[config.mk]
export PLATFORM = sky130hd
export DESIGN_NAME = pcr_ctrl
export DESIGN_NICKNAME = d
export VERILOG_FILES = /design/src/pcr_pkg.sv /design/src/pcr_clk_if.sv /design/src/pcr_clk_div.sv /design/src/pcr_ctrl.sv
export SDC_FILE = /design/constraint.sdc
export NUM_CORES = 1
export LEC_CHECK = 0
export ABC_AREA = 1
export BUFFER_PORTS_ARGS = -buffer_cell sky130_fd_sc_hd__buf_4
export CORE_MARGIN = 2
export CORE_UTILIZATION = 50
export CTS_BUF_LIST = sky130_fd_sc_hd__clkbuf_8
export CTS_CLUSTER_DIAMETER = 120
export DETAILED_ROUTE_END_ITERATION = 7
export PLACE_DENSITY_LB_ADDON = 0.08
export SKIP_LAST_GASP = 1
export SLEW_MARGIN = 10
export SYNTH_ARGS = -nofsm -noshare
export SYNTH_HDL_FRONTEND = slang
export SYNTH_SLANG_ARGS = --single-unit
[constraint.sdc]
create_clock -name core_clk_in -period 2 [get_ports core_clk_in]
set_clock_uncertainty 0.05 [all_clocks]
set_input_delay 0.1 -clock core_clk_in [delete_from_list [all_inputs] [get_ports core_clk_in]]
set_output_delay 0.1 -clock core_clk_in [all_outputs]
set_load 0.01 [all_outputs]
[src/pcr_pkg.sv]
// Purpose: constants and types for the power, clock and reset controller
// Assumes: core clock 100 MHz; two core clocks make one input clock period
// Notes: recovery and crystal wait counts derive from cycle figures below; divider terminal counts are fixed literals
//
// What this block does
// - leaving power-down with clock running resumes after 200 input clock cycles
// - leaving power-down with crystal stopped waits about 4096 input clock cycles
// - power-down is entered by request pin or software force bit
// - a power-down request first raises an interrupt; software then commits
// - power-down interrupt is edge-sensitive and nonmaskable
// - context control picks resume-where-stopped or cleared context on exit
// - reset while powered down ends power-down
// - acknowledge output shows the device has entered power-down
// - idle stalls until an unmasked interrupt, services it, then continues
// - cycle steals for host, byte-memory and serial transfers still granted in idle
// - slow idle divides the processor clock by 16, 32, 64 or 128
// - serial clock, cycle clock output and timer clock share the slow divisor
// - idle without a divisor is standard idle at full rate
// - slow idle may take up to n cycles to wake after an interrupt
// - instruction cycle runs at twice the input clock rate
// - cycle-rate clock output, gated by a disable bit
// - later resets keep the clock running, with no stabilisation delay
// - master reset empties stacks, masks interrupts, clears mode status
// - on release, boot if configured and no bus request, then fetch 0x0000
// - memory mode pin sampled during reset, becomes flag pin two afterwards
// - sampled zero means full memory mode, one means host mode
package pcr_pkg;
    localparam int unsigned PCR_CLK_MHZ = 100;
    localparam int unsigned PCR_RECOVER_CYC = 200;
    localparam int unsigned PCR_CRYSTAL_DRIVE_PIN_CYC = 4096;
    localparam int unsigned PCR_PLL_LOCK_CYC = 2000;
    localparam logic [12:0] PCR_RECOVER_CNT = 13'(PCR_RECOVER_CYC - 1);
    localparam logic [12:0] PCR_CRYSTAL_DRIVE_PIN_CNT = 13'(PCR_CRYSTAL_DRIVE_PIN_CYC - 1);
    localparam logic [13:0] PCR_BOOT_ADDR = 14'h0000;
    localparam logic [15:0] PCR_MODE_STATUS_REGISTER_RST = 16'h0000;
    localparam logic [15:0] PCR_IMASK_RST = 16'h0000;
    localparam logic [3:0] PCR_STACK_EMPTY = 4'h0;
    localparam int unsigned PCR_DIV_W = 7;
    // divisor codes carried by the idle instruction
    localparam logic [2:0] PCR_DIV_NONE = 3'h0;
    localparam logic [2:0] PCR_DIV_16 = 3'h1;
    localparam logic [2:0] PCR_DIV_32 = 3'h2;
    localparam logic [2:0] PCR_DIV_64 = 3'h3;
    localparam logic [2:0] PCR_DIV_128 = 3'h4;
    localparam logic [0:0] PCR_MODE_FULL = 1'h0;
    localparam logic [0:0] PCR_MODE_HOST = 1'h1;

    typedef enum logic [2:0] {
        PCR_ST_BOOT = 3'b000,
        PCR_ST_RUN = 3'b001,
        PCR_ST_IDLE = 3'b010,
        PCR_ST_PDOWN = 3'b011,
        PCR_ST_WAKE = 3'b100
    } pcr_state_e;

    // maps a divisor code to a terminal count (divisor minus one)
    function automatic logic [PCR_DIV_W-1:0] pcr_div_term(input logic [2:0] code);
        logic [PCR_DIV_W-1:0] t;
        t = 7'h00;
        case (code)
            PCR_DIV_16: t = 7'h0F;
            PCR_DIV_32: t = 7'h1F;
            PCR_DIV_64: t = 7'h3F;
            PCR_DIV_128: t = 7'h7F;
            default: t = 7'h00;
        endcase
        return t;
    endfunction
endpackage

[src/pcr_clk_if.sv]
// Purpose: carries the slowed clock strobes from divider to controller
// Assumes: single core clock domain
// Notes: strobes are one-cycle pulses
interface pcr_clk_if;
    logic [2:0] div_code;
    logic cyc_tick;
    logic half_tick;
    logic stopped;
    modport div (input div_code, input stopped, output cyc_tick, output half_tick);
    modport ctl (output div_code, output stopped, input cyc_tick, input half_tick);
endinterface

[src/pcr_clk_div.sv]
// Purpose: divides the processor cycle strobe for slow idle
// Assumes: div_code zero means full rate
// Notes: half_tick marks input clock periods; cyc_tick two per input period
module pcr_clk_div
    import pcr_pkg::*;
(
    input wire logic core_clk_in,
    input wire logic nrst_in,
    pcr_clk_if.div clk_if
);
    logic [PCR_DIV_W-1:0] cnt;
    logic ph;
    wire logic [PCR_DIV_W-1:0] term = pcr_div_term(clk_if.div_code);
    wire logic wrap = (cnt == term);

    // divider counter, cleared whenever the clock is stopped
    always_ff @(posedge core_clk_in or negedge nrst_in) begin
        if (!nrst_in) begin
            cnt <= '0;
            ph <= 1'b0;
        end else if (clk_if.stopped) begin
            cnt <= '0;
        end else begin
            cnt <= wrap ? '0 : cnt + 7'h01;
            ph <= ph ^ (wrap & ~(|term));
        end
    end

    // one instruction cycle per wrap; input clock is every other cycle at full rate
    assign clk_if.cyc_tick = wrap & ~clk_if.stopped;
    assign clk_if.half_tick = wrap & ~clk_if.stopped & ph & ~(|term);
endmodule

[src/pcr_ctrl.sv]
// Purpose: power-down, idle, slow idle, clock output and reset control
// Assumes: pins pass two flip-flops; core signals come from same clock
// Notes: recovery counts run in input clock periods
module pcr_ctrl
    import pcr_pkg::*;
(
    input wire logic core_clk_in,
    input wire logic nrst_in,
    input wire logic powerdown_request_pin_in,
    input wire logic pd_force_in,
    input wire logic pd_commit_in,
    input wire logic pd_ctx_clear_in,
    input wire logic crystal_drive_pin_off_in,
    input wire logic idle_in,
    input wire logic [2:0] idle_div_in,
    input wire logic [15:0] irq_req_in,
    input wire logic [15:0] imask_in,
    input wire logic ints_en_in,
    input wire logic steal_req_in,
    input wire logic cycle_clock_output_disable_in,
    input wire logic boot_en_in,
    input wire logic bus_req_in,
    input wire logic boot_done_in,
    input wire logic mode_c_pin_in,
    output logic pd_irq_out,
    output logic pd_ack_out,
    output logic ctx_clear_out,
    output logic run_out,
    output logic idle_out,
    output logic steal_grant_out,
    output logic cyc_tick_out,
    output logic half_tick_out,
    output logic cycle_clock_output_out,
    output logic crystal_enable_out,
    output logic [13:0] fetch_addr_out,
    output logic fetch_start_out,
    output logic boot_out,
    output logic [3:0] stack_ptr_out,
    output logic [15:0] imask_reset_out,
    output logic [15:0] mode_status_register_out,
    output logic mem_mode_out,
    output logic flag_pin_two_out
);
    // ------------------------------------------------------------
    // input synchronisers
    // ------------------------------------------------------------
    logic pd_m, pd_s, pd_d;
    logic mc_m, mc_s;
    logic [1:0] rst_sr;
    always_ff @(posedge core_clk_in or negedge nrst_in) begin
        if (!nrst_in) begin
            pd_m <= 1'b1;
            pd_s <= 1'b1;
            pd_d <= 1'b1;
        end else begin
            pd_m <= powerdown_request_pin_in;
            pd_s <= pd_m;
            pd_d <= pd_s;
        end
    end

    // mode pin sync has no reset, so the level driven during reset reaches the capture
    always_ff @(posedge core_clk_in) begin
        mc_m <= mode_c_pin_in;
        mc_s <= mc_m;
    end

    // release stretcher: held low through reset, high two edges later
    always_ff @(posedge core_clk_in or negedge nrst_in) begin
        if (!nrst_in) begin
            rst_sr <= 2'b00;
        end else begin
            rst_sr <= {rst_sr[0], 1'b1};
        end
    end
    wire logic in_reset = ~rst_sr[1];

    // ------------------------------------------------------------
    // clock divider
    // ------------------------------------------------------------
    pcr_clk_if clk_if();
    pcr_clk_div u_div (
        .core_clk_in(core_clk_in),
        .nrst_in(nrst_in),
        .clk_if(clk_if)
    );

    pcr_state_e state, next_state;
    logic [2:0] div_code;
    logic [12:0] wait_cnt;
    logic wait_long, wait_ph;
    logic pd_pend;
    logic cko;
    logic mem_mode;
    logic [15:0] mode_status_register;

    // ------------------------------------------------------------
    // decode
    // ------------------------------------------------------------
    wire logic pd_fall = pd_d & ~pd_s; // active-low pin edge
    wire logic pd_event = (pd_fall | pd_force_in) & (state != PCR_ST_PDOWN); // wake event raises nothing
    wire logic any_irq = |(irq_req_in & imask_in) & ints_en_in;
    wire logic wake_irq = any_irq | pd_pend;
    wire logic [12:0] wait_term = wait_long ? PCR_CRYSTAL_DRIVE_PIN_CNT : PCR_RECOVER_CNT;
    wire logic wait_done = (wait_cnt == wait_term) & wait_ph;
    wire logic boot_wait = boot_en_in & ~bus_req_in;

    assign clk_if.div_code = (state == PCR_ST_IDLE) ? div_code : PCR_DIV_NONE;
    assign clk_if.stopped = (state == PCR_ST_PDOWN) | (state == PCR_ST_WAKE);

    // ------------------------------------------------------------
    // power-down interrupt latch, set wins over clear
    // ------------------------------------------------------------
    always_ff @(posedge core_clk_in or negedge nrst_in) begin
        if (!nrst_in) begin
            pd_pend <= 1'b0;
        end else if (pd_event) begin
            pd_pend <= 1'b1;
        end else if (pd_commit_in || state == PCR_ST_PDOWN) begin
            pd_pend <= 1'b0;
        end
    end

    // ------------------------------------------------------------
    // state machine
    // ------------------------------------------------------------
    always_comb begin
        next_state = state;
        unique case (state)
            PCR_ST_BOOT: begin
                if (!in_reset && (!boot_wait || boot_done_in)) begin
                    next_state = PCR_ST_RUN;
                end
            end
            PCR_ST_RUN: begin
                if (pd_commit_in && pd_pend) begin
                    next_state = PCR_ST_PDOWN;
                end else if (idle_in) begin
                    next_state = PCR_ST_IDLE;
                end
            end
            PCR_ST_IDLE: begin
                if (wake_irq && clk_if.cyc_tick) begin
                    next_state = PCR_ST_RUN;
                end
            end
            PCR_ST_PDOWN: begin
                if (pd_fall || pd_force_in) begin
                    next_state = PCR_ST_WAKE;
                end
            end
            PCR_ST_WAKE: begin
                if (wait_done) begin
                    next_state = PCR_ST_RUN;
                end
            end
            default: next_state = PCR_ST_BOOT;
        endcase
    end

    always_ff @(posedge core_clk_in or negedge nrst_in) begin
        if (!nrst_in) begin
            state <= PCR_ST_BOOT;
        end else begin
            state <= next_state;
        end
    end

    // idle divisor captured when idle is entered
    always_ff @(posedge core_clk_in or negedge nrst_in) begin
        if (!nrst_in) begin
            div_code <= PCR_DIV_NONE;
        end else if (state == PCR_ST_RUN && idle_in) begin
            div_code <= idle_div_in;
        end
    end

    // recovery counter, steps once per input clock period
    always_ff @(posedge core_clk_in or negedge nrst_in) begin
        if (!nrst_in) begin
            wait_cnt <= '0;
            wait_long <= 1'b0;
            wait_ph <= 1'b0;
        end else if (state == PCR_ST_PDOWN) begin
            wait_cnt <= '0;
            wait_long <= crystal_drive_pin_off_in;
            wait_ph <= 1'b0;
        end else if (state == PCR_ST_WAKE && !wait_done) begin
            wait_ph <= ~wait_ph;
            wait_cnt <= wait_cnt + {12'h000, wait_ph};
        end
    end

    // cycle clock output toggles on every divided cycle strobe unless the disable bit holds it low
    always_ff @(posedge core_clk_in or negedge nrst_in) begin
        if (!nrst_in) begin
            cko <= 1'b0;
        end else if (cycle_clock_output_disable_in) begin
            cko <= 1'b0;
        end else if (clk_if.cyc_tick) begin
            cko <= ~cko;
        end
    end

    // mode pin captured while reset holds, pin becomes flag two after
    always_ff @(posedge core_clk_in or negedge nrst_in) begin
        if (!nrst_in) begin
            mem_mode <= PCR_MODE_FULL;
        end else if (in_reset) begin
            mem_mode <= mc_s;
        end
    end

    // mode status cleared by reset and on cleared-context wake
    always_ff @(posedge core_clk_in or negedge nrst_in) begin
        if (!nrst_in) begin
            mode_status_register <= PCR_MODE_STATUS_REGISTER_RST;
        end else if (state == PCR_ST_WAKE && wait_done && pd_ctx_clear_in) begin
            mode_status_register <= PCR_MODE_STATUS_REGISTER_RST;
        end
    end

    // ------------------------------------------------------------
    // outputs
    // ------------------------------------------------------------
    assign pd_irq_out = pd_pend;
    assign pd_ack_out = (state == PCR_ST_PDOWN) | (state == PCR_ST_WAKE);
    assign ctx_clear_out = (state == PCR_ST_WAKE) & wait_done & pd_ctx_clear_in;
    assign run_out = (state == PCR_ST_RUN);
    assign idle_out = (state == PCR_ST_IDLE);
    assign steal_grant_out = steal_req_in & ((state == PCR_ST_RUN) | (state == PCR_ST_IDLE));
    assign cyc_tick_out = clk_if.cyc_tick;
    assign half_tick_out = clk_if.half_tick;
    assign cycle_clock_output_out = cko;
    assign crystal_enable_out = ~((state == PCR_ST_PDOWN) & crystal_drive_pin_off_in);
    assign fetch_addr_out = PCR_BOOT_ADDR;
    assign fetch_start_out = (state == PCR_ST_BOOT) & (next_state == PCR_ST_RUN);
    assign boot_out = (state == PCR_ST_BOOT) & ~in_reset & boot_wait;
    assign stack_ptr_out = PCR_STACK_EMPTY;
    assign imask_reset_out = PCR_IMASK_RST;
    assign mode_status_register_out = mode_status_register;
    assign mem_mode_out = mem_mode;
    assign flag_pin_two_out = in_reset ? 1'b0 : mc_s;

    // ------------------------------------------------------------
    // checks
    // ------------------------------------------------------------
    property p_pd_entry;
        @(posedge core_clk_in) disable iff (!nrst_in)
        (state == PCR_ST_RUN && pd_commit_in && pd_pend) |=> pd_ack_out;
    endproperty
    a_pd_entry: assert property (p_pd_entry) else $error("ack missing after commit");

    property p_recover;
        @(posedge core_clk_in) disable iff (!nrst_in)
        (state == PCR_ST_PDOWN && !crystal_drive_pin_off_in && (pd_fall || pd_force_in)) |=> (state == PCR_ST_WAKE)[*8] ##[1:400] run_out;
    endproperty
    a_recover: assert property (p_recover) else $error("recovery not in 200 cycles");

    property p_crystal_drive_pin_wait;
        @(posedge core_clk_in) disable iff (!nrst_in)
        (state == PCR_ST_WAKE && wait_long && wait_cnt < PCR_CRYSTAL_DRIVE_PIN_CNT) |=> !run_out;
    endproperty
    a_crystal_drive_pin_wait: assert property (p_crystal_drive_pin_wait) else $error("crystal wait cut short");

    property p_pd_edge;
        @(posedge core_clk_in) disable iff (!nrst_in)
        (pd_fall && !pd_force_in && state != PCR_ST_PDOWN) |=> pd_pend;
    endproperty
    a_pd_edge: assert property (p_pd_edge) else $error("power-down edge lost");

    property p_no_direct_pd;
        @(posedge core_clk_in) disable iff (!nrst_in)
        (state == PCR_ST_RUN && !pd_commit_in) |=> !pd_ack_out;
    endproperty
    a_no_direct_pd: assert property (p_no_direct_pd) else $error("entered power-down uncommitted");

    property p_slow_wake;
        @(posedge core_clk_in) disable iff (!nrst_in)
        (idle_out && any_irq && div_code == PCR_DIV_128) |-> ##[0:255] !idle_out;
    endproperty
    a_slow_wake: assert property (p_slow_wake) else $error("slow idle wake too late");

    property p_std_idle;
        @(posedge core_clk_in) disable iff (!nrst_in)
        (idle_out && div_code == PCR_DIV_NONE) |-> clk_if.cyc_tick;
    endproperty
    a_std_idle: assert property (p_std_idle) else $error("standard idle slowed");

    property p_cko_gate;
        @(posedge core_clk_in) disable iff (!nrst_in)
        cycle_clock_output_disable_in |=> !cycle_clock_output_out;
    endproperty
    a_cko_gate: assert property (p_cko_gate) else $error("clock output not gated");

    property p_mode_hold;
        @(posedge core_clk_in) disable iff (!nrst_in)
        !in_reset |=> $stable(mem_mode);
    endproperty
    a_mode_hold: assert property (p_mode_hold) else $error("memory mode changed after reset");

    property p_steal;
        @(posedge core_clk_in) disable iff (!nrst_in)
        (idle_out && steal_req_in) |-> steal_grant_out;
    endproperty
    a_steal: assert property (p_steal) else $error("steal refused in idle");
endmodule

==> qor.csv <==
stage,metric,value,unit
grt,vias in the first global route,2221,
placed_design,pre-CTS setup slack,0.196,ns
floorplan,I/O pin total,114,
hold_path,hold path cells,3,
routing,Remaining DRCs,0,
critical_path,Critical Path End Type,output port,
placed_design,I/O Buffers,63,
critical_path,Worst path slowest cell,dfrtp_1,
logic_synthesis,post-synth cell types,35,
logic_synthesis,Synth area leaders,"dfrtp_1 (32%), buf_4 (14%), nand2_1 (13%)",
floorplan,Starting Density,52.2,%
routing,ANT nets after route,0,
grt,total gr overflow,0,
grt,first-pass GRT wire length,9630,um
clocking,H-Tree Depth,2,
logic_synthesis,Post-Syn Instances,364,
critical_path,family with the most delay on the worst path,simple AND/OR/NAND/NOR gates,
finish,share of cells above drive strength 1,25.6,%
placed_design,gpl congestion,0.859,
critical_path,Startpoint Class,flop,
critical_path,worst-path fanout max,5,
routing,vias per cell,4.58,
finish,Area growth syn-to-layout,23.3,%
routing,wire length per cell,10.8,um
logic_synthesis,"EDFF count, synth",0,
clocking,CTS root buffer,clkbuf_8,
grt,pin count of the biggest net entering global routing,38,
logic_synthesis,syn_area_per_cell,7.37,um^2
power_and_ir_drop,Clk pwr share,19.6,%
critical_path,crit path DAT,1.79,ns
grt,Total GRT Usage,19.8,%
finish,fin util,64.3,%
logic_synthesis,asr flop ratio synth,94.9,%
timing,final max-slew violation count,0,
clocking,Skew-Pair Late Insertion Delay,0.29,ns
power_and_ir_drop,Max IR drop VDD,0.702,mV
floorplan,core box area,5140,um^2
job,MaxCap Viol Count,0,
hold_path,Min-Delay Path Class,input port to flop,
timing,Max Fclk,515,MHz
logic_synthesis,"count leader, synth",nand2_1,
clocking,CTS tree,done,
routing,drt initial violations,126,
critical_path,cell count along the critical path,10,
timing,Final period util,97.2,%
logic_synthesis,Synth top area share,31.7,%
run_status,outcome,"finished, final reports clean",
routing,drt pass-1 iters,4,
power_and_ir_drop,leak pwr,1.80,nW
timing,Final Hold Slack,0.00779,ns
critical_path,WP buf/inv,1,
timing,RSZ-0062 raised after global routing,true,
floorplan,row count,26,
finish,n_diodes,0,
floorplan,die area,5960,um^2
grt,initial antenna violation count,0,
logic_synthesis,synth warn,0,
timing,Final Hold Viols,0,
logic_synthesis,"FF+latch count, synth",39,
placed_design,Post-DP HPWL,4250,um
logic_synthesis,cell area after synthesis,2680,um^2
logic_synthesis,"top cells by count, synth","nand2_1 (96), buf_4 (50), nor2_1 (40), dfrtp_1 (34), inv_1 (31)",
power_and_ir_drop,sw power,1.32,mW
timing,min Tclk post-route,1.94,ns
timing,post-route setup slack,0.0567,ns
timing,setup violators final,0,
critical_path,"slowest stage delay, CP",0.43,ns
critical_path,Worst EP required,1.85,ns
power_and_ir_drop,total power,3.32,mW
critical_path,reg2reg path depth,8,
power_and_ir_drop,Combinational Power Share,47.5,%
clocking,CTS Buf Count,5,
power_and_ir_drop,Pwr per Cell Area,1000,nW/um^2
finish,final instance area,3310,um^2
critical_path,critical path class,flop to output port,
routing,final wirelength,5570,um
clocking,clk buf depth,2,
power_and_ir_drop,Pint,2.00,mW
routing,via count,2359,
clocking,clk slew on worst S/H paths,0.07,ns
clocking,TritonCTS Sinks,39,
power_and_ir_drop,switch share,39.7,%
placed_design,"Cell Area, Placed",3040,um^2
logic_synthesis,Synth area leader,dfrtp_1,
logic_synthesis,sequential fraction of the synthesis area,36.2,%
floorplan,chip height,77.2,um
critical_path,crit-path cells,"nor2_2, nand2_2, a21oi_2, nand2_1, nand2_1, nand3_2, nor2_4, nand3_2, nor2_1, buf_4",
power_and_ir_drop,sequential share of power,32.9,%
logic_synthesis,predominant post-synthesis flop cell,dfrtp_1,
floorplan,Die W,77.2,um
finish,fin nets,497,
[through the flow]
step / setup TNS [ns] / cells
2_1_floorplan: 0 / 413
3_3_place_gp: 0 / 493
3_5_place_dp: 0 / 493
4_1_cts: 0 / 512
5_1_grt: -0.152 / 515
6_report: 0 / 515
[cell type report]
| cell class | instances | area (um^2) |
|---|---|---|
| Multi-Input combinational cell | 286 | 1400 |
| Fill cell | 493 | 1830 |
| Sequential cell | 39 | 972 |
| Clock buffer | 5 | 68.8 |
| Inverter | 32 | 123 |
| Clock inverter | 3 | 43.8 |
| Timing Repair Buffer | 80 | 613 |
| Tap cell | 70 | 87.6 |
[power by group through the flow]
stage | Clock [mW] | Combinational (mW) | Sequential [mW]
finish | 0.651 | 1.57 | 1.09
floorplan | 0 | 1.00 | 1.07
CTS | 0.668 | 1.49 | 1.08
global route | 0.710 | 1.77 | 1.12
detailed placement | 0 | 1.37 | 1.10
global placement | 0 | 1.36 | 1.09
[cells by family after synthesis]
| kind of cell | synth area share (%) |
|---|---|
| AND/OR/NAND/NOR | 33.3 |
| adder cells (fa/ha/maj) | 1.40 |
| AO/OA/AOI/OAI | 3.55 |
| other | 0.280 |
| flip-flops | 36.2 |
| multiplexers | 1.21 |
| buffers and inverters | 19.6 |
| XOR/XNOR | 4.57 |
[layout by cell type, fill, tap and decap left out, drive strengths merged, types with 3 or more instances in the layout]
master and n:
dfstp 3, clkbuf 5, dfrtp 34, nor2 44, conb 51, buf 75, nand2 101, ha 3
o21ai 8, nand4 7, a21oi 6, nand3 32, dlygate4sd3 5, xnor2 3, xor2 11, inv 32
nor3 10
[tightest hold or removal path, cell delays in order]
cell     delay [ns]
buf_4          0.08
nor2_1         0.03
a21oi_1        0.10
[registers in the layout, indices dropped and copies added, names as in the netlist, 2 cells and up]
| name | count |
|---|---|
| div_code | 3 |
| rst_sr | 2 |
| state | 3 |
| u_div.cnt | 7 |
| wait_cnt | 13 |
[routing by layer]
| layer | global-route usage, % | share of wire (%) | wire length, um |
|---|---|---|---|
| met5 | 0 | 0 | 0 |
| met4 | 5.54 | 0.61 | 34 |
| met3 | 3.88 | 4.5 | 251 |
| met2 | 35.7 | 54 | 3000 |
| met1 | 23.8 | 41 | 2280 |
[what timing repair did]
item                                    in CTS  in global routing
endpoints found under the hold margin       38                  0
resized for setup                            3                 10
setup buffers                                6                  3
endpoints found under the setup margin       2                  4
pin swaps                                    2                  7
hold buffers                                 5                  0
[path summary, 6_finish.rpt]
check | from | end | slack, ns
setup / recovery | div_code[1]$_DFFE_PN0P_ | half_tick_out | 0.06
hold / removal | idle_div_in[0] | div_code[0]$_DFFE_PN0P_ | 0.008
setup reg to reg | wait_ph$_DFFE_PN0P_ | wait_cnt[12]$_DFFE_PN0P_ | 0.22
hold reg to reg | mc_m$_DFF_P_ | mc_s$_DFF_P_ | 0.29
max in group asynchronous | nrst_in | pd_s$_DFF_PN1_ | 1.29
min in group asynchronous | nrst_in | wait_cnt[8]$_DFFE_PN0P_ | 0.26
Note: power is estimated with default switching activity, not from simulation.
